File: config.mk
export PLATFORM = sky130hd
export DESIGN_NAME = swu_uart_node
export DESIGN_NICKNAME = d
export VERILOG_FILES = /design/src/include/swu_pkg.sv /design/src/rtl/swu_cfg_apply.sv /design/src/rtl/swu_uart_node.sv
export VERILOG_INCLUDE_DIRS = /design/src /design/src/include
export SDC_FILE = /design/constraint.sdc
export NUM_CORES = 1
export LEC_CHECK = 0
export ABC_CLOCK_PERIOD_IN_PS = 9610
export BUFFER_PORTS_ARGS = -buffer_cell sky130_fd_sc_hd__clkbuf_2
export CAP_MARGIN = 20
export CORE_ASPECT_RATIO = 1.4
export CORE_UTILIZATION = 50
export CTS_CLUSTER_SIZE = 14
export DETAILED_ROUTE_END_ITERATION = 8
export GPL_ROUTABILITY_DRIVEN = 0
export PLACE_DENSITY = 0.73
export SYNTH_ARGS = -nofsm -noshare
export SYNTH_HDL_FRONTEND = slang
export SYNTH_SLANG_ARGS = --single-unit
File: constraint.sdc
create_clock -name clk -period 9.61 [get_ports clk]
set_input_delay 0.4805 -clock clk [delete_from_list [all_inputs] [get_ports clk]]
set_output_delay 0.4805 -clock clk [all_outputs]
set_load 0.02 [all_outputs]
File: src/include/swu_consts.svh
// constants of the single-wire serial node and its configuration register
`ifndef SWU_CONSTS_SVH
`define SWU_CONSTS_SVH
`define SWU_REG_GLOBAL_CFG 7'h00
`define SWU_REG_WRITE_COUNT 7'h02
`define SWU_REG_REPLY_DELAY 7'h03
`define SWU_WRITE_OFFSET 8'h80
`define SWU_NODE_ADDR 8'h00
`define SWU_MASTER_ADDR 8'hFF
`define SWU_SYNC_BYTE 8'h05
`define SWU_SYNC_FIRST_BIT 3'h3
`define SWU_GLOBAL_CFG_RESET 10'h101
`define SWU_REPLY_DELAY_RESET 4'h0
`define SWU_WRITE_COUNT_RESET 8'h00
`define SWU_DLY_LSB 8
`define SWU_DLY_MSB 11
`define SWU_CRC_POLY 8'h07
`define SWU_LAST_WRITE 3'h7
`define SWU_LAST_READ 3'h3
`define SWU_LAST_REPLY 3'h7
`define SWU_RELEASE_BITS 7'h04
`define SWU_RECOVER_BITS 7'h0C
`define SWU_MIN_BIT_CLKS 16'h0010
`define SWU_DEFAULT_BIT_CLKS 16'h08AE
`define SWU_GAP_SHIFT 6
`endif

File: src/include/swu_pkg.sv
// types of the single-wire serial node
package swu_pkg;
	typedef struct packed {
		logic analog_test_enable;
		logic step_filter_enable;
		logic resolution_from_register;
		logic pin_standby_disable;
		logic index_shows_step;
		logic index_shows_prewarning;
		logic shaft_invert;
		logic chopper_mode_select;
		logic internal_sense_resistor_select;
		logic external_reference_select;
	} swu_global_cfg_t;

	typedef struct packed {
		logic external_reference;
		logic internal_sense;
		logic reference_pin_to_ground;
		logic cycle_chopper;
		logic motor_dir;
		logic standstill_from_pin;
		logic resolution_from_register;
		logic step_filter;
		logic analog_test;
		logic driver_forced_enable;
	} swu_drive_t;

	typedef enum logic [3:0] {
		LS_IDLE,
		LS_SYNC,
		LS_START,
		LS_BIT,
		LS_STOP,
		LS_GAP,
		LS_DELAY,
		LS_TX,
		LS_RELEASE,
		LS_RECOVER
	} swu_link_state_t;
endpackage

File: src/rtl/swu_cfg_apply.sv
// applies the global configuration bits to the driver control outputs
`timescale 1ns/10ps
module swu_cfg_apply (
	input wire logic clk,
	input wire logic resetn,
	input swu_pkg::swu_global_cfg_t cfg,
	input wire logic chopper_invert_pin,
	input wire logic dir_in,
	input wire logic pin_level,
	input wire logic first_microstep,
	input wire logic overtemp_prewarning,
	input wire logic pulse_gen_step,
	output swu_pkg::swu_drive_t drive,
	output logic index_out
);
	import swu_pkg::*;

	logic step_toggle;
	logic next_toggle;
	swu_drive_t next_drive;

	assign next_toggle = step_toggle ^ pulse_gen_step;

	always_comb
	begin
		next_drive.external_reference = cfg.external_reference_select;
		next_drive.internal_sense = cfg.internal_sense_resistor_select;
		next_drive.reference_pin_to_ground = cfg.internal_sense_resistor_select;
		next_drive.cycle_chopper = cfg.chopper_mode_select ^ chopper_invert_pin;
		next_drive.motor_dir = dir_in ^ cfg.shaft_invert;
		next_drive.standstill_from_pin = ~cfg.pin_standby_disable & pin_level;
		next_drive.resolution_from_register = cfg.resolution_from_register;
		next_drive.step_filter = cfg.step_filter_enable;
		next_drive.analog_test = cfg.analog_test_enable;
		next_drive.driver_forced_enable = cfg.analog_test_enable;
	end

	always_ff @(posedge clk or negedge resetn)
	begin
		if (!resetn)
			drive <= '0;
		else
			drive <= next_drive;
	end

	always_ff @(posedge clk or negedge resetn)
	begin
		if (!resetn)
		begin
			step_toggle <= 1'b0;
			index_out <= 1'b0;
		end
		else
		begin
			step_toggle <= next_toggle;
			if (cfg.index_shows_step)
				index_out <= next_toggle;
			else if (cfg.index_shows_prewarning)
				index_out <= overtemp_prewarning;
			else
				index_out <= first_microstep;
		end
	end
endmodule

File: src/rtl/swu_uart_node.sv
// single-wire half-duplex serial node with its register bank
`timescale 1ns/10ps
`include "swu_consts.svh"

module swu_uart_node (
	input wire logic clk,
	input wire logic resetn,
	input wire logic uart_in,
	output logic uart_out,
	output logic uart_oe,
	input wire logic otp_internal_sense,
	input wire logic otp_chopper_mode,
	input wire logic chopper_invert_pin,
	input wire logic dir_in,
	input wire logic first_microstep,
	input wire logic overtemp_prewarning,
	input wire logic pulse_gen_step,
	output swu_pkg::swu_drive_t drive,
	output logic index_out,
	output logic [7:0] datagram_count
);
	import swu_pkg::*;

	// ****************************************
	// helpers
	// ****************************************
	function automatic logic [7:0] crc_byte(input logic [7:0] crc_in, input logic [7:0] data);
		logic [7:0] c;
		c = crc_in;
		for (int i = 0; i < 8; i++)
		begin
			if (c[7] ^ data[i])
				c = {c[6:0], 1'b0} ^ `SWU_CRC_POLY;
			else
				c = {c[6:0], 1'b0};
		end
		return c;
	endfunction

	function automatic logic [15:0] bit_wait(input logic [15:0] bt, input logic half);
		logic [15:0] w;
		w = half ? {1'b0, bt[15:1]} : bt;
		return w - 16'h0001;
	endfunction

	// ****************************************
	// state
	// ****************************************
	swu_link_state_t state;
	logic line_prev;
	logic fall;
	logic sync_edge;
	logic [15:0] bit_time;
	logic [15:0] cnt;
	logic [6:0] bcnt;
	logic [21:0] meas;
	logic [2:0] bit_idx;
	logic [2:0] byte_idx;
	logic [7:0] rx_byte;
	logic [7:0] crc_run;
	logic [7:0] node_byte;
	logic [7:0] addr_byte;
	logic [31:0] data_word;
	logic [3:0] tx_bit;
	logic [2:0] tx_idx;
	logic [7:0] reply [0:7];
	logic wr_strobe;
	logic is_write;
	logic [2:0] last_idx;
	logic frame_good;
	logic [15:0] sync_bits;
	logic [31:0] read_data;
	logic [7:0] reply_crc;
	logic [6:0] delay_bits;
	swu_global_cfg_t global_configuration;
	logic [3:0] reply_delay_setting;
	logic otp_loaded;

	assign fall = line_prev & ~uart_in;
	assign is_write = (addr_byte & `SWU_WRITE_OFFSET) != 8'h00;
	assign last_idx = is_write ? `SWU_LAST_WRITE : `SWU_LAST_READ;
	// own node only, and checksum over all preceding bytes
	assign frame_good = (crc_run == rx_byte) && (node_byte == `SWU_NODE_ADDR);
	assign sync_bits = meas[17:2] + 16'h0001;
	// reply delay: settings pair up to odd multiples of eight bit times
	assign delay_bits = {reply_delay_setting[3:1], 1'b1, 3'h0};

	always_comb
	begin
		read_data = 32'h0000_0000;
		unique case (addr_byte[6:0])
			`SWU_REG_GLOBAL_CFG: read_data = {22'h00_0000, global_configuration};
			`SWU_REG_WRITE_COUNT: read_data = {24'h00_0000, datagram_count};
			default: read_data = 32'h0000_0000;
		endcase
	end

	always_comb
	begin
		reply_crc = 8'h00;
		reply_crc = crc_byte(reply_crc, `SWU_SYNC_BYTE);
		reply_crc = crc_byte(reply_crc, `SWU_MASTER_ADDR);
		reply_crc = crc_byte(reply_crc, addr_byte);
		reply_crc = crc_byte(reply_crc, read_data[31:24]);
		reply_crc = crc_byte(reply_crc, read_data[23:16]);
		reply_crc = crc_byte(reply_crc, read_data[15:8]);
		reply_crc = crc_byte(reply_crc, read_data[7:0]);
	end

	always_ff @(posedge clk or negedge resetn)
	begin
		if (!resetn)
			line_prev <= 1'b1;
		else
			line_prev <= uart_in;
	end

	// ****************************************
	// link sequencer
	// ****************************************
	always_ff @(posedge clk or negedge resetn)
	begin
		if (!resetn)
		begin
			state <= LS_IDLE;
			sync_edge <= 1'b0;
			bit_time <= `SWU_DEFAULT_BIT_CLKS;
			cnt <= 16'h0000;
			bcnt <= 7'h00;
			meas <= 22'h00_0000;
			bit_idx <= 3'h0;
			byte_idx <= 3'h0;
			rx_byte <= 8'h00;
			crc_run <= 8'h00;
			node_byte <= 8'h00;
			addr_byte <= 8'h00;
			data_word <= 32'h0000_0000;
			tx_bit <= 4'h0;
			tx_idx <= 3'h0;
			uart_out <= 1'b1;
			uart_oe <= 1'b0;
			wr_strobe <= 1'b0;
			for (int k = 0; k < 8; k++)
				reply[k] <= 8'h00;
		end
		else
		begin
			wr_strobe <= 1'b0;
			unique case (state)
				LS_IDLE:
				begin
					if (fall)
					begin
						state <= LS_SYNC;
						meas <= 22'h00_0000;
						sync_edge <= 1'b0;
						crc_run <= 8'h00;
						byte_idx <= 3'h0;
					end
				end
				LS_SYNC:
				begin
					meas <= meas + 22'h00_0001;
					if (fall && !sync_edge)
						sync_edge <= 1'b1;
					else if (fall)
					begin
						// third falling edge closes four bit times
						if (sync_bits < `SWU_MIN_BIT_CLKS)
						begin
							state <= LS_RECOVER;
							bcnt <= `SWU_RECOVER_BITS - 7'h01;
							cnt <= bit_wait(bit_time, 1'b0);
						end
						else
						begin
							bit_time <= sync_bits;
							cnt <= bit_wait(sync_bits, 1'b1);
							bit_idx <= `SWU_SYNC_FIRST_BIT;
							rx_byte <= `SWU_SYNC_BYTE;
							state <= LS_BIT;
						end
					end
					// give up before the measured bit time would overflow
					else if (meas[18])
						state <= LS_IDLE;
				end
				LS_START:
				begin
					if (cnt != 16'h0000)
						cnt <= cnt - 16'h0001;
					else if (uart_in)
					begin
						// short pulse on the idle line
						state <= LS_RECOVER;
						bcnt <= `SWU_RECOVER_BITS - 7'h01;
						cnt <= bit_wait(bit_time, 1'b0);
					end
					else
					begin
						bit_idx <= 3'h0;
						cnt <= bit_wait(bit_time, 1'b0);
						state <= LS_BIT;
					end
				end
				LS_BIT:
				begin
					if (cnt != 16'h0000)
						cnt <= cnt - 16'h0001;
					else
					begin
						rx_byte[bit_idx] <= uart_in;
						cnt <= bit_wait(bit_time, 1'b0);
						if (bit_idx == 3'h7)
							state <= LS_STOP;
						else
							bit_idx <= bit_idx + 3'h1;
					end
				end
				LS_STOP:
				begin
					if (cnt != 16'h0000)
						cnt <= cnt - 16'h0001;
					else if (!uart_in)
					begin
						state <= LS_RECOVER;
						bcnt <= `SWU_RECOVER_BITS - 7'h01;
						cnt <= bit_wait(bit_time, 1'b0);
					end
					else if (byte_idx >= 3'h3 && byte_idx == last_idx)
					begin
						if (!frame_good)
						begin
							state <= LS_RECOVER;
							bcnt <= `SWU_RECOVER_BITS - 7'h01;
							cnt <= bit_wait(bit_time, 1'b0);
						end
						else if (is_write)
						begin
							wr_strobe <= 1'b1;
							state <= LS_IDLE;
						end
						else
						begin
							reply[0] <= `SWU_SYNC_BYTE;
							reply[1] <= `SWU_MASTER_ADDR;
							reply[2] <= addr_byte;
							reply[3] <= read_data[31:24];
							reply[4] <= read_data[23:16];
							reply[5] <= read_data[15:8];
							reply[6] <= read_data[7:0];
							reply[7] <= reply_crc;
							cnt <= bit_wait(bit_time, 1'b1);
							bcnt <= delay_bits;
							state <= LS_DELAY;
						end
					end
					else
					begin
						crc_run <= crc_byte(crc_run, rx_byte);
						if (byte_idx == 3'h1)
							node_byte <= rx_byte;
						else if (byte_idx == 3'h2)
							addr_byte <= rx_byte;
						else if (byte_idx != 3'h0)
							data_word <= {data_word[23:0], rx_byte};
						byte_idx <= byte_idx + 3'h1;
						meas <= 22'h00_0000;
						state <= LS_GAP;
					end
				end
				LS_GAP:
				begin
					meas <= meas + 22'h00_0001;
					if (fall)
					begin
						cnt <= bit_wait(bit_time, 1'b1);
						state <= LS_START;
					end
					else if (meas > {bit_time, 6'h00})
						state <= LS_IDLE;
				end
				LS_DELAY:
				begin
					if (cnt != 16'h0000)
						cnt <= cnt - 16'h0001;
					else if (bcnt != 7'h00)
					begin
						bcnt <= bcnt - 7'h01;
						cnt <= bit_wait(bit_time, 1'b0);
					end
					else
					begin
						uart_oe <= 1'b1;
						uart_out <= 1'b0;
						tx_bit <= 4'h0;
						tx_idx <= 3'h0;
						cnt <= bit_wait(bit_time, 1'b0);
						state <= LS_TX;
					end
				end
				LS_TX:
				begin
					if (cnt != 16'h0000)
						cnt <= cnt - 16'h0001;
					else
					begin
						cnt <= bit_wait(bit_time, 1'b0);
						if (tx_bit == 4'h9)
						begin
							if (tx_idx == `SWU_LAST_REPLY)
							begin
								bcnt <= `SWU_RELEASE_BITS - 7'h01;
								state <= LS_RELEASE;
							end
							else
							begin
								tx_idx <= tx_idx + 3'h1;
								tx_bit <= 4'h0;
								uart_out <= 1'b0;
							end
						end
						else
						begin
							tx_bit <= tx_bit + 4'h1;
							uart_out <= (tx_bit == 4'h8) ? 1'b1 : reply[tx_idx][tx_bit[2:0]];
						end
					end
				end
				LS_RELEASE:
				begin
					if (cnt != 16'h0000)
						cnt <= cnt - 16'h0001;
					else if (bcnt != 7'h00)
					begin
						bcnt <= bcnt - 7'h01;
						cnt <= bit_wait(bit_time, 1'b0);
					end
					else
					begin
						uart_oe <= 1'b0;
						state <= LS_IDLE;
					end
				end
				LS_RECOVER:
				begin
					// the line must stay idle for the whole recovery time
					if (!uart_in)
					begin
						bcnt <= `SWU_RECOVER_BITS - 7'h01;
						cnt <= bit_wait(bit_time, 1'b0);
					end
					else if (cnt != 16'h0000)
						cnt <= cnt - 16'h0001;
					else if (bcnt != 7'h00)
					begin
						bcnt <= bcnt - 7'h01;
						cnt <= bit_wait(bit_time, 1'b0);
					end
					else
						state <= LS_IDLE;
				end
			endcase
		end
	end

	// ****************************************
	// register bank
	// ****************************************
	always_ff @(posedge clk or negedge resetn)
	begin
		if (!resetn)
		begin
			global_configuration <= `SWU_GLOBAL_CFG_RESET;
			otp_loaded <= 1'b0;
		end
		else if (wr_strobe && addr_byte[6:0] == `SWU_REG_GLOBAL_CFG)
		begin
			global_configuration <= data_word[9:0];
			otp_loaded <= 1'b1;
		end
		else if (!otp_loaded)
		begin
			global_configuration.internal_sense_resistor_select <= otp_internal_sense;
			global_configuration.chopper_mode_select <= otp_chopper_mode;
			otp_loaded <= 1'b1;
		end
	end

	always_ff @(posedge clk or negedge resetn)
	begin
		if (!resetn)
			reply_delay_setting <= `SWU_REPLY_DELAY_RESET;
		else if (wr_strobe && addr_byte[6:0] == `SWU_REG_REPLY_DELAY)
			reply_delay_setting <= data_word[`SWU_DLY_MSB:`SWU_DLY_LSB];
	end

	always_ff @(posedge clk or negedge resetn)
	begin
		if (!resetn)
			datagram_count <= `SWU_WRITE_COUNT_RESET;
		else if (wr_strobe)
			datagram_count <= datagram_count + 8'h01;
	end

	// ****************************************
	// driver control
	// ****************************************
	swu_cfg_apply u_cfg (
		.clk(clk),
		.resetn(resetn),
		.cfg(global_configuration),
		.chopper_invert_pin(chopper_invert_pin),
		.dir_in(dir_in),
		.pin_level(uart_in),
		.first_microstep(first_microstep),
		.overtemp_prewarning(overtemp_prewarning),
		.pulse_gen_step(pulse_gen_step),
		.drive(drive),
		.index_out(index_out)
	);
endmodule

==> results of run 1 <==
-- how the worst min path moves through the flow --
stage / from / to / cells after the start
6_report: chopper_invert_pin / u_cfg.drive[6]$_DFF_PN0_ / 2
3_5_place_dp: global_configuration[0]$_DFFE_PN1P_ / u_cfg.drive[9]$_DFF_PN0_ / 0
2_1_floorplan: resetn / addr_byte[0]$_DFFE_PN0P_ / 0
5_1_grt: chopper_invert_pin / u_cfg.drive[6]$_DFF_PN0_ / 2
3_3_place_gp: global_configuration[0]$_DFFE_PN1P_ / u_cfg.drive[9]$_DFF_PN0_ / 0
4_1_cts: dir_in / u_cfg.drive[5]$_DFF_PN0_ / 2
-- report_power, final --
part           internal, W  switching [W]  total (W)
logic            0.0000124      0.0000296  0.0000419
registers         0.000784     0.00000513   0.000789
clock network     0.000387       0.000365   0.000752
-- Yosys cell counts (all sizes together), types with 9 or more instances --
cell / n / area, um^2
dfstp: 10 / 263
dfrtp: 175 / 4380
buf: 13 / 62.6
mux2i: 18 / 180
inv: 56 / 210
a211oi: 13 / 97.6
and2: 9 / 56.3
or3: 18 / 118
nor2: 121 / 457
a21oi: 77 / 389
nand3: 35 / 188
o21ai: 131 / 656
ha: 44 / 551
o221ai: 12 / 105
a22oi: 13 / 97.6
mux2: 42 / 473
a31oi: 13 / 81.3
clkbuf: 64 / 240
nand2b: 11 / 68.8
xnor2: 110 / 963
nor3: 38 / 213
xor2: 46 / 403
o31ai: 11 / 96.3
nor4: 11 / 75.1
o22ai: 17 / 106
nand2: 151 / 567
nand4: 24 / 150
-- worst max-delay path, delay by kind of cell (launching register included) --
family | cells | cell delay, ns
flip-flops | 1 | 0.47
AND/OR/NAND/NOR | 6 | 1.91
AO/OA/AOI/OAI | 2 | 0.70
XOR/XNOR | 1 | 0.56
adder cells (fa/ha/maj) | 1 | 0.32
multiplexers | 1 | 0.35
-- sequential cells by signal, summed over array words and instances (netlist names), 4 cells and up --
signal                count
datagram_count            8
node_byte                 8
data_word                12
rx_byte                   8
global_configuration     10
meas                     22
reply                    26
cnt                      16
addr_byte                 8
tx_bit                    4
u_cfg.drive               8
bcnt                      7
crc_run                   8
bit_time                 16
state                     4
-- layer usage --
metal  wire length, um  vias to the layer above  track usage
li1                  -                     4838            -
met1             12400                     4929        0.305
met2             16000                      372        0.470
met3              1540                      100       0.0343
met4              1570                        0        0.150
met5                 0                        -            0
-- cell families after synthesis --
family | count (synthesis)
AND/OR/NAND/NOR | 460
flip-flops | 185
other | 1
adder cells (fa/ha/maj) | 44
multiplexers | 62
AO/OA/AOI/OAI | 339
buffers and inverters | 133
XOR/XNOR | 156
-- metrics by stage --
stage	power [W]	util	instance area (um^2)	setup WS (ns)	instances
2_1_floorplan	0.000821	-	12100	6.51	1380
3_3_place_gp	0.000845	0.528	12400	5.50	1649
3_5_place_dp	0.000846	0.528	12400	5.31	1649
4_1_cts	0.00159	0.555	13000	5.27	1681
5_1_grt	0.00163	0.558	13100	4.93	1685
6_report	0.00158	0.558	13100	5.18	1685
-- cell type report --
type	instances	area (um^2)
timing repair buffer	44	287
inverter	56	210
tap	306	383
clock inverter	14	199
multi-input combinational	1062	6920
clock buffer	18	439
fill	2117	10400
sequential	185	4640
-- repair_timing --
| item | CTS | global route |
|---|---|---|
| resized for setup | 0 | 0 |
| endpoints found under the hold margin | 0 | 25 |
| hold buffers | 0 | 1 |
| setup buffers | 0 | 0 |
==> flow_metrics.py, run 1 <==
metrics = {
    "die": {
        "core_um2": 23500,
        "die_h_um": 186,
        "dieArea_um2": 24700,
        "ios": 31,
        "dieWidth_um": 133,
        "start_util": 0.514,
        "num_rows": 66,
    },
    "clocking": {
        "clkSinkCount": 185,
        "cts_root_buf": "clkbuf_16",
        "clk_pin_slew_ns": 0.08,
        "cts-htree-levels": 4,
        "insertion_delay_ns": 0.46,
        "numCtsBuffers": 17,
        "cts_tree": "done",
        "cts_buffer_depth": 2,
    },
    "setup_path": {
        "reg2regPathDepth": 11,
        "ff2ff_setup_slack_ns": 5.18,
        "slowest_delay_ns": 0.61,
        "critPathMaxFanout": 22,
        "crit_path_end": "bit_idx[0]$_DFFE_PN0P_",
        "path_cells": "ha_1 -> nand3_1 -> xnor2_1 -> and3_1 -> nand4_1 -> nor4_1 -> nand2_1 -> a21oi_2 -> a21oi_1 -> nor2b_1 -> mux2_2",
        "r2r-start": "meas[2]$_DFFE_PN0P_",
        "critPathLaunchType": "flop",
        "end_kind": "flop",
        "critPathArrivalTime_ns": 4.77,
        "critical_path.startpoint": "meas[2]$_DFFE_PN0P_",
        "cp_slowest_cell": "nand2_1",
        "worstReg2RegEnd": "bit_idx[0]$_DFFE_PN0P_",
        "criticalPathCategory": "reg -> reg",
        "cp.required_ns": 9.95,
    },
    "sta": {
        "period_needed_ns": 4.43,
        "setup-tns-final_ns": 0,
        "tightestPinTransition_ns": 1.07,
        "finalClockSkew_ns": 0.0139,
        "clock.fmax_mhz": 226,
        "rsz0062_at_grt": "false",
        "slew_headroom": 0.284,
        "fin_crit_sh": 0.461,
        "slew_violations": 0,
        "hold_viol_final": 0,
        "setup_viol_count_final": 0,
        "hold_slack_ns": 0.210,
    },
    "place": {
        "dp_hpwl_um": 23000,
        "io_buffer_count": 30,
    },
    "cells_and_area": {
        "syn_to_final_growth_pct": 8.47,
        "drive_gt1_frac": 0.107,
        "final_cell_mix": "175 x dfrtp_1, 151 x nand2_1, 120 x nor2_1",
        "num-nets-final": 1420,
        "final_common_cell": "dfrtp_1",
        "num_antenna_cells": 0,
    },
    "detailed_routing": {
        "wl_per_cell_um": 18.7,
        "vias": 10200,
        "ant_nets": 0,
        "drc": 0,
        "dr.pass1.iters": 7,
        "dr.first_iter.drc_count": 793,
        "viasPerCell": 6.08,
        "wl_um": 31500,
    },
    "logic_synthesis": {
        "synth_cell_types": 79,
        "synth_compound_area_frac": 0.172,
        "ys_seq_area_frac": 0.385,
        "synth-async-reset-ratio": 1.00,
        "synthAdderAreaFrac": 0.0457,
        "syn-num-nets": 1434,
        "ys_seq_elements": 185,
        "avgSynthCellArea_um2": 8.74,
        "synth.mux.area_fraction": 0.0579,
        "synth_top_family_by_area": "simple AND/OR/NAND/NOR gates",
        "syn_inst": 1380,
        "synth_edf_count": 0,
        "yosys.area_share.xor_xnor": 0.113,
        "synth-simple-area-share": 0.183,
        "syn-cell-area_um2": 12100,
        "synth_ff_type": "dfrtp_1",
        "yosys_warnings": 0,
    },
    "run_status": {
        "status": "finished, final reports clean",
    },
    "pwr": {
        "p_leak_nw": 5.73,
        "power.density_nw_per_um2": 121,
        "ir_drop_mv": 0.134,
    },
    "worst_hold_path": {
        "hp-class": "in -> reg",
    },
    "global_route": {
        "grt_max_degree": 131,
        "grt_pass1_vias": 9856,
        "gr-usage-all-layers": 0.264,
        "grt_pass1_wl_um": 51400,
        "antenna_found_initial": 0,
        "overflow": 0,
    },
    "flow_run": {
        "maxCapViolations": 0,
    },
}
Note: power is estimated with default switching activity, not from simulation.
==> inputs of run 2 (changes only) <==
Settings changed: ABC_CLOCK_PERIOD_IN_PS 9610 to 4000, PLACE_DENSITY 0.73 to 0.76.
Clock period 9.61 ns to 4 ns, I/O delays scaled along.
==> run 2 against run 1 <==
Compared with the run above: clock power grew 120%; clock skew shrank 0.0031 ns; largest power group unchanged; critical path type unchanged; utilization grew 0.43 points.
==> flow_metrics.py, run 2 (same netlist as run 1, synthesis figures left out) <==
metrics = {
    "global_route": {
        "grt_pass1_vias": 10200,
        "grt_max_degree": 129,
        "gr-usage-all-layers": 0.265,
        "overflow": 0,
        "grt_pass1_wl_um": 51800,
        "antenna_found_initial": 0,
    },
    "cells_and_area": {
        "drive_gt1_frac": 0.116,
        "num-nets-final": 1439,
        "utilization": 0.562,
        "reg_top3": "reply x26, meas x22",
        "final_cell_mix": "175 x dfrtp_1, 151 x nand2_1, 120 x nor2_1",
        "largest_reg_flops": 26,
        "num_antenna_cells": 0,
        "final_common_cell": "dfrtp_1",
        "syn_to_final_growth_pct": 9.30,
        "largest_register": "reply",
    },
    "detailed_routing": {
        "dr.pass1.iters": 5,
        "viasPerCell": 6.05,
        "vias": 10300,
        "wl_um": 31400,
        "dr.first_iter.drc_count": 684,
        "drc": 0,
        "wl_per_cell_um": 18.4,
        "ant_nets": 0,
    },
    "setup_path": {
        "r2r-start": "meas[4]$_DFFE_PN0P_",
        "cp.required_ns": 4.33,
        "worstReg2RegEnd": "bit_idx[0]$_DFFE_PN0P_",
        "criticalPathCategory": "reg -> reg",
        "path_cells": "and4_1 -> nand4_1 -> xor2_1 -> nand4_1 -> nor4_1 -> nand2_1 -> a21oi_2 -> a21oi_1 -> nor2b_1 -> mux2_2",
        "critPathArrivalTime_ns": 4.02,
        "critPathMaxFanout": 9,
        "cp_slowest_cell": "dfrtp_1",
        "reg2regPathDepth": 10,
        "critPathLaunchType": "flop",
        "critPathTopFamily": "simple AND/OR/NAND/NOR gates",
        "path_buf_inv": 0,
        "ff2ff_setup_slack_ns": 0.31,
        "end_kind": "flop",
        "crit_top_cell": "nand4_1",
        "slowest_delay_ns": 0.49,
    },
    "worst_hold_path": {
        "holdPathEnd": "u_cfg.index_out$_DFF_PN0_",
        "hp-class": "in -> reg",
        "hold_path_depth": 3,
        "min-delay-start": "first_microstep",
    },
    "sta": {
        "setup-tns-final_ns": 0,
        "period_needed_ns": 3.69,
        "clock.fmax_mhz": 271,
        "fin_crit_sh": 0.923,
        "slew_headroom": 0.461,
        "setup_viol_count_final": 0,
        "hold_viol_final": 0,
        "finalClockSkew_ns": 0.0108,
        "rsz0062_at_grt": "false",
        "hold_slack_ns": 0.0373,
        "tightestPinTransition_ns": 0.803,
        "slew_violations": 0,
    },
    "die": {
        "start_util": 0.514,
        "core_um2": 23500,
        "dieWidth_um": 133,
        "ios": 31,
        "die_h_um": 186,
        "dieArea_um2": 24700,
        "num_rows": 66,
    },
    "pwr": {
        "p_switching_w": 0.000876,
        "p_int_w": 0.00279,
        "p_comb_frac": 0.029,
        "pwr-share-clk": 0.454,
        "ir_drop_mv": 0.303,
        "p_seq_frac": 0.517,
        "power.density_nw_per_um2": 278,
        "p_sw_frac": 0.239,
        "p_leak_nw": 5.78,
    },
    "clocking": {
        "cts_root_buf": "clkbuf_16",
        "cts-htree-levels": 4,
        "cts_buffer_depth": 2,
        "clkSinkCount": 185,
        "clk_pin_slew_ns": 0.07,
        "cts_tree": "done",
        "insertion_delay_ns": 0.45,
        "numCtsBuffers": 17,
    },
    "run_status": {
        "status": "finished, final reports clean",
    },
    "flow_run": {
        "maxCapViolations": 0,
    },
    "place": {
        "dp_hpwl_um": 23100,
        "io_buffer_count": 30,
    },
}
-- run 2: cell count changes in the layout (fill, tap and decap cells not counted), moves of 2 or more --
cell / change
buf_4: +16
clkinvlp_4: +4
clkinv_8: -3
dlygate4sd3_1: +3
clkbuf_1: +2
inv_12: -2
inv_8: -2
-- run 2: worst max-delay path by stage --
stage                   startpoint                      to  slack [ns]  cells past startpoint
2_1_floorplan   cnt[0]$_DFFE_PN0P_    meas[19]$_DFFE_PN0P_        0.90                     12
6_report       meas[4]$_DFFE_PN0P_  bit_idx[0]$_DFFE_PN0P_        0.31                     10
3_3_place_gp   meas[4]$_DFFE_PN0P_     bcnt[4]$_DFFE_PN0P_        0.59                     10
5_1_grt        meas[4]$_DFFE_PN0P_  bit_idx[0]$_DFFE_PN0P_        0.13                     10
4_1_cts        meas[4]$_DFFE_PN0P_     bcnt[5]$_DFFE_PN0P_        0.44                     10
3_5_place_dp   meas[4]$_DFFE_PN0P_     bcnt[4]$_DFFE_PN0P_        0.49                     10
-- run 2: through the flow --
| stage | cells | setup slack (ns) | power, W | instance area [um^2] |
|---|---|---|---|---|
| 2_1_floorplan | 1380 | 0.900 | 0.00197 | 12100 |
| 3_3_place_gp | 1665 | 0.587 | 0.00203 | 12500 |
| 3_5_place_dp | 1665 | 0.487 | 0.00203 | 12500 |
| 4_1_cts | 1701 | 0.440 | 0.00369 | 13100 |
| 5_1_grt | 1704 | 0.129 | 0.00379 | 13200 |
| 6_report | 1704 | 0.309 | 0.00367 | 13200 |
-- run 2: power by group through the flow --
stage	registers, W	logic, W	clock network [W]
6_report	0.00190	0.000106	0.00166
5_1_grt	0.00190	0.000121	0.00177
4_1_cts	0.00190	0.000104	0.00169
3_5_place_dp	0.00193	0.000101	0
3_3_place_gp	0.00193	0.0000984	0
2_1_floorplan	0.00193	0.0000413	0
-- run 2: cell type report --
class                      instances  area, um^2
timing repair buffer              63         449
tap                              306         383
clock inverter                    13         143
multi-input combinational       1062        6920
clock buffer                      19         433
fill                            2066       10300
sequential                       185        4640
inverter                          56         210
-- run 2: timing repair --
item,in CTS,in global routing
resized for setup,0,0
endpoints found under the setup margin,0,3
hold buffers,4,0
endpoints found under the hold margin,77,0
buffers inserted,0,1
-- run 2: worst reg2reg max path, delay by kind of cell (launching register included) --
family / cells / cell delay (ns)
DFF: 1 / 0.49
AOI/OAI and AO/OA: 2 / 0.31
muxes: 1 / 0.37
and+or+nand+nor: 6 / 1.99
xor gates and xnor gates: 1 / 0.43
-- run 2: per-layer routing --
layer,GRT usage,up-vias,wire (um)
met3,0.0477,130,1610
met2,0.455,382,15600
met4,0.164,0,1780
met1,0.306,4898,12400
li1,-,4895,-
met5,0,-,0
==> inputs of run 3 (changes only) <==
Settings changed: ABC_CLOCK_PERIOD_IN_PS 4000 to 4600, PLACE_DENSITY 0.76 to 0.73, SYNTH_HIERARCHICAL from default to 1.
Clock period 4 ns to 4.6 ns, I/O delays scaled along.
==> run 3 against run 2 <==
Compared with the run above: the flow now finishes with violations (DRC); non-clock buffer count down 8; utilization fell by 1.1 points; cell count grew 4.6%; via count grew 12%; sequential power grew 9%; total power up 71%; die area is 8.1% higher; sequential share of layout area down 2.1 points; combinational power grew to 25 times the previous value; clock skew shrank 0.0010 ns; largest cell class unchanged.
==> flow_metrics.py, run 3 <==
metrics = {
    "sta": {
        "fin_crit_sh": 0.758,
        "slew_headroom": 0.333,
        "fin_ws_ns": 1.11,
        "finalClockSkew_ns": 0.00978,
        "slew_violations": 0,
        "setup-tns-final_ns": 0,
        "period_needed_ns": 3.49,
        "tightestPinTransition_ns": 0.993,
        "hold_slack_ns": 0.0945,
        "setup_viol_count_final": 0,
        "rsz0062_at_grt": "false",
        "hold_viol_final": 0,
        "clock.fmax_mhz": 287,
    },
    "setup_path": {
        "path_depth": 8,
        "path_cells": "ha_1 -> inv_1 -> nor3_2 -> nor4_1 -> o211ai_2 -> nor2_1 -> a221oi_2 -> mux2_2",
        "r2r-start": "meas[2]$_DFFE_PN0P_",
        "path_buf_inv": 1,
        "critPathArrivalTime_ns": 3.83,
        "slowest_delay_ns": 0.51,
        "cp.required_ns": 4.94,
        "cp_slowest_cell": "nor3_2",
        "end_kind": "flop",
        "critPathMaxFanout": 12,
        "reg2regPathDepth": 8,
        "critPathLaunchType": "flop",
        "criticalPathCategory": "reg -> reg",
        "critical_path.startpoint": "meas[2]$_DFFE_PN0P_",
        "critPathTopFamily": "simple AND/OR/NAND/NOR gates",
    },
    "cells_and_area": {
        "largest_reg_flops": 26,
        "final_common_cell": "dfrtp_1",
        "drive_gt1_frac": 0.122,
        "final_cell_mix": "175 x dfrtp_1, 126 x nand2_1, 112 x o21ai_0",
        "largest_register": "reply",
        "num_antenna_cells": 0,
        "syn_to_final_growth_pct": 7.60,
        "reg_top3": "reply x26, meas x22",
        "num-nets-final": 1504,
        "fin_cells": 1782,
    },
    "worst_hold_path": {
        "min-delay-start": "otp_internal_sense",
        "hp-class": "in -> reg",
        "hold_path_depth": 3,
    },
    "detailed_routing": {
        "dr.pass1.iters": 8,
        "drc": 5,
        "vias": 11500,
        "viasPerCell": 6.45,
        "wl_um": 36900,
        "dr.first_iter.drc_count": 999,
        "wl_per_cell_um": 20.7,
        "ant_nets": 0,
    },
    "logic_synthesis": {
        "yosys_warnings": 6,
        "synth_ff_type": "dfrtp_1",
        "syn_inst": 1468,
        "yosysTopAreaCell": "dfrtp_1",
        "synth_cell_types": 98,
        "yosys-top-cells-area": "dfrtp_1 34%, xnor2_1 7.2%, mux2_2 4.5%",
        "synth_edf_count": 0,
        "synth_common_cells": "175 x dfrtp_1, 126 x nand2_1, 112 x o21ai_0",
        "synth-async-reset-ratio": 1.00,
        "ys_seq_elements": 185,
        "ys_seq_area_frac": 0.356,
        "yosysMostFrequentCell": "dfrtp_1",
        "syn-cell-area_um2": 13000,
        "syn-num-nets": 1522,
        "avgSynthCellArea_um2": 8.89,
        "netlist.area_leader.share": 0.336,
    },
    "global_route": {
        "overflow": 0,
        "gr-usage-all-layers": 0.283,
        "grt_pass1_vias": 11200,
        "grt_pass1_wl_um": 59200,
        "grt_max_degree": 95,
        "antenna_found_initial": 0,
    },
    "clocking": {
        "cts-htree-levels": 4,
        "clkSinkCount": 185,
        "cts_tree": "done",
        "cts_resized": 0,
        "numCtsBuffers": 17,
        "cts_buffer_depth": 2,
        "insertion_delay_ns": 0.46,
        "clk_pin_slew_ns": 0.08,
        "cts_root_buf": "clkbuf_16",
    },
    "die": {
        "ios": 31,
        "die_h_um": 193,
        "num_rows": 69,
        "start_util": 0.512,
        "dieArea_um2": 26700,
        "dieWidth_um": 139,
        "core_um2": 25500,
    },
    "place": {
        "dp_cells": 1745,
        "io_buffer_count": 30,
        "dp_hpwl_um": 27000,
        "place_ws_ns": 1.25,
    },
    "pwr": {
        "power.density_nw_per_um2": 448,
        "ir_drop_mv": 0.402,
        "p_leak_nw": 5.75,
        "p_total_w": 0.00629,
    },
    "run_status": {
        "violations": "DRC",
        "status": "complete, but fails checks",
    },
    "flow_run": {
        "maxCapViolations": 0,
    },
}
-- run 3: worst paths after layout --
kind | end | slack, ns
hold / removal | global_configuration[1]$_DFFE_PN0P_ | 0.09
max in group asynchronous | crc_run[6]$_DFFE_PN0P_ | 3.06
min in group asynchronous | tx_bit[0]$_DFFE_PN0P_ | 0.40
hold reg to reg | u_cfg/drive[9]$_DFF_PN0_ | 0.42
setup / recovery | bit_idx[2]$_DFFE_PN0P_ | 1.11
setup reg to reg | bit_idx[2]$_DFFE_PN0P_ | 1.11
-- run 3: worst min-delay path, cell delays in order --
cell	delay, ns
clkbuf_2	0.08
mux2i_1	0.11
a21oi_1	0.09
-- run 3: per-layer routing --
metal | wire length, um | track usage | vias to the layer above
li1 | - | - | 5324
met1 | 13800 | 0.310 | 5505
met2 | 18600 | 0.508 | 505
met3 | 2290 | 0.0496 | 163
met4 | 2220 | 0.186 | 0
met5 | 0 | 0 | -
-- run 3: stage by stage --
step                      area (um^2)   util
after floorplan                 13000      -
after global placement          13400  0.525
after detailed placement        13400  0.525
after CTS                       14000  0.550
after global routing            14000  0.551
final                           14000  0.551
-- run 3: cell type report --
| cell class | count | area (um^2) |
|---|---|---|
| fill | 2300 | 11400 |
| multi-input combinational | 1128 | 7770 |
| sequential | 185 | 4640 |
| clock buffer | 18 | 439 |
| tap | 319 | 399 |
| timing repair buffer | 55 | 364 |
| inverter | 63 | 236 |
| clock inverter | 14 | 181 |
-- run 3: kinds of logic (layout without fill, tap and decap cells) --
logic type,after synthesis,in the layout,share of synthesized area
buffers and inverters,155,150,0.0493
muxes,77,77,0.0665
other,1,1,0.000287
DFF,185,185,0.356
AOI/OAI and AO/OA,388,388,0.195
and+or+nand+nor,474,474,0.191
xor gates and xnor gates,144,144,0.0999
adders and majority gates,44,44,0.0422
-- run 3: what timing repair did --
item | CTS | global route
hold buffers | 4 | 0
buffers inserted | 0 | 0
hold endpoints to repair | 89 | 0
-- run 3: power breakdown --
part | leakage, nW | switching (W) | internal [W]
clock network | 0.301 | 0.000745 | 0.000798
registers | 2.41 | 0.000285 | 0.00179
logic | 3.05 | 0.00167 | 0.000991
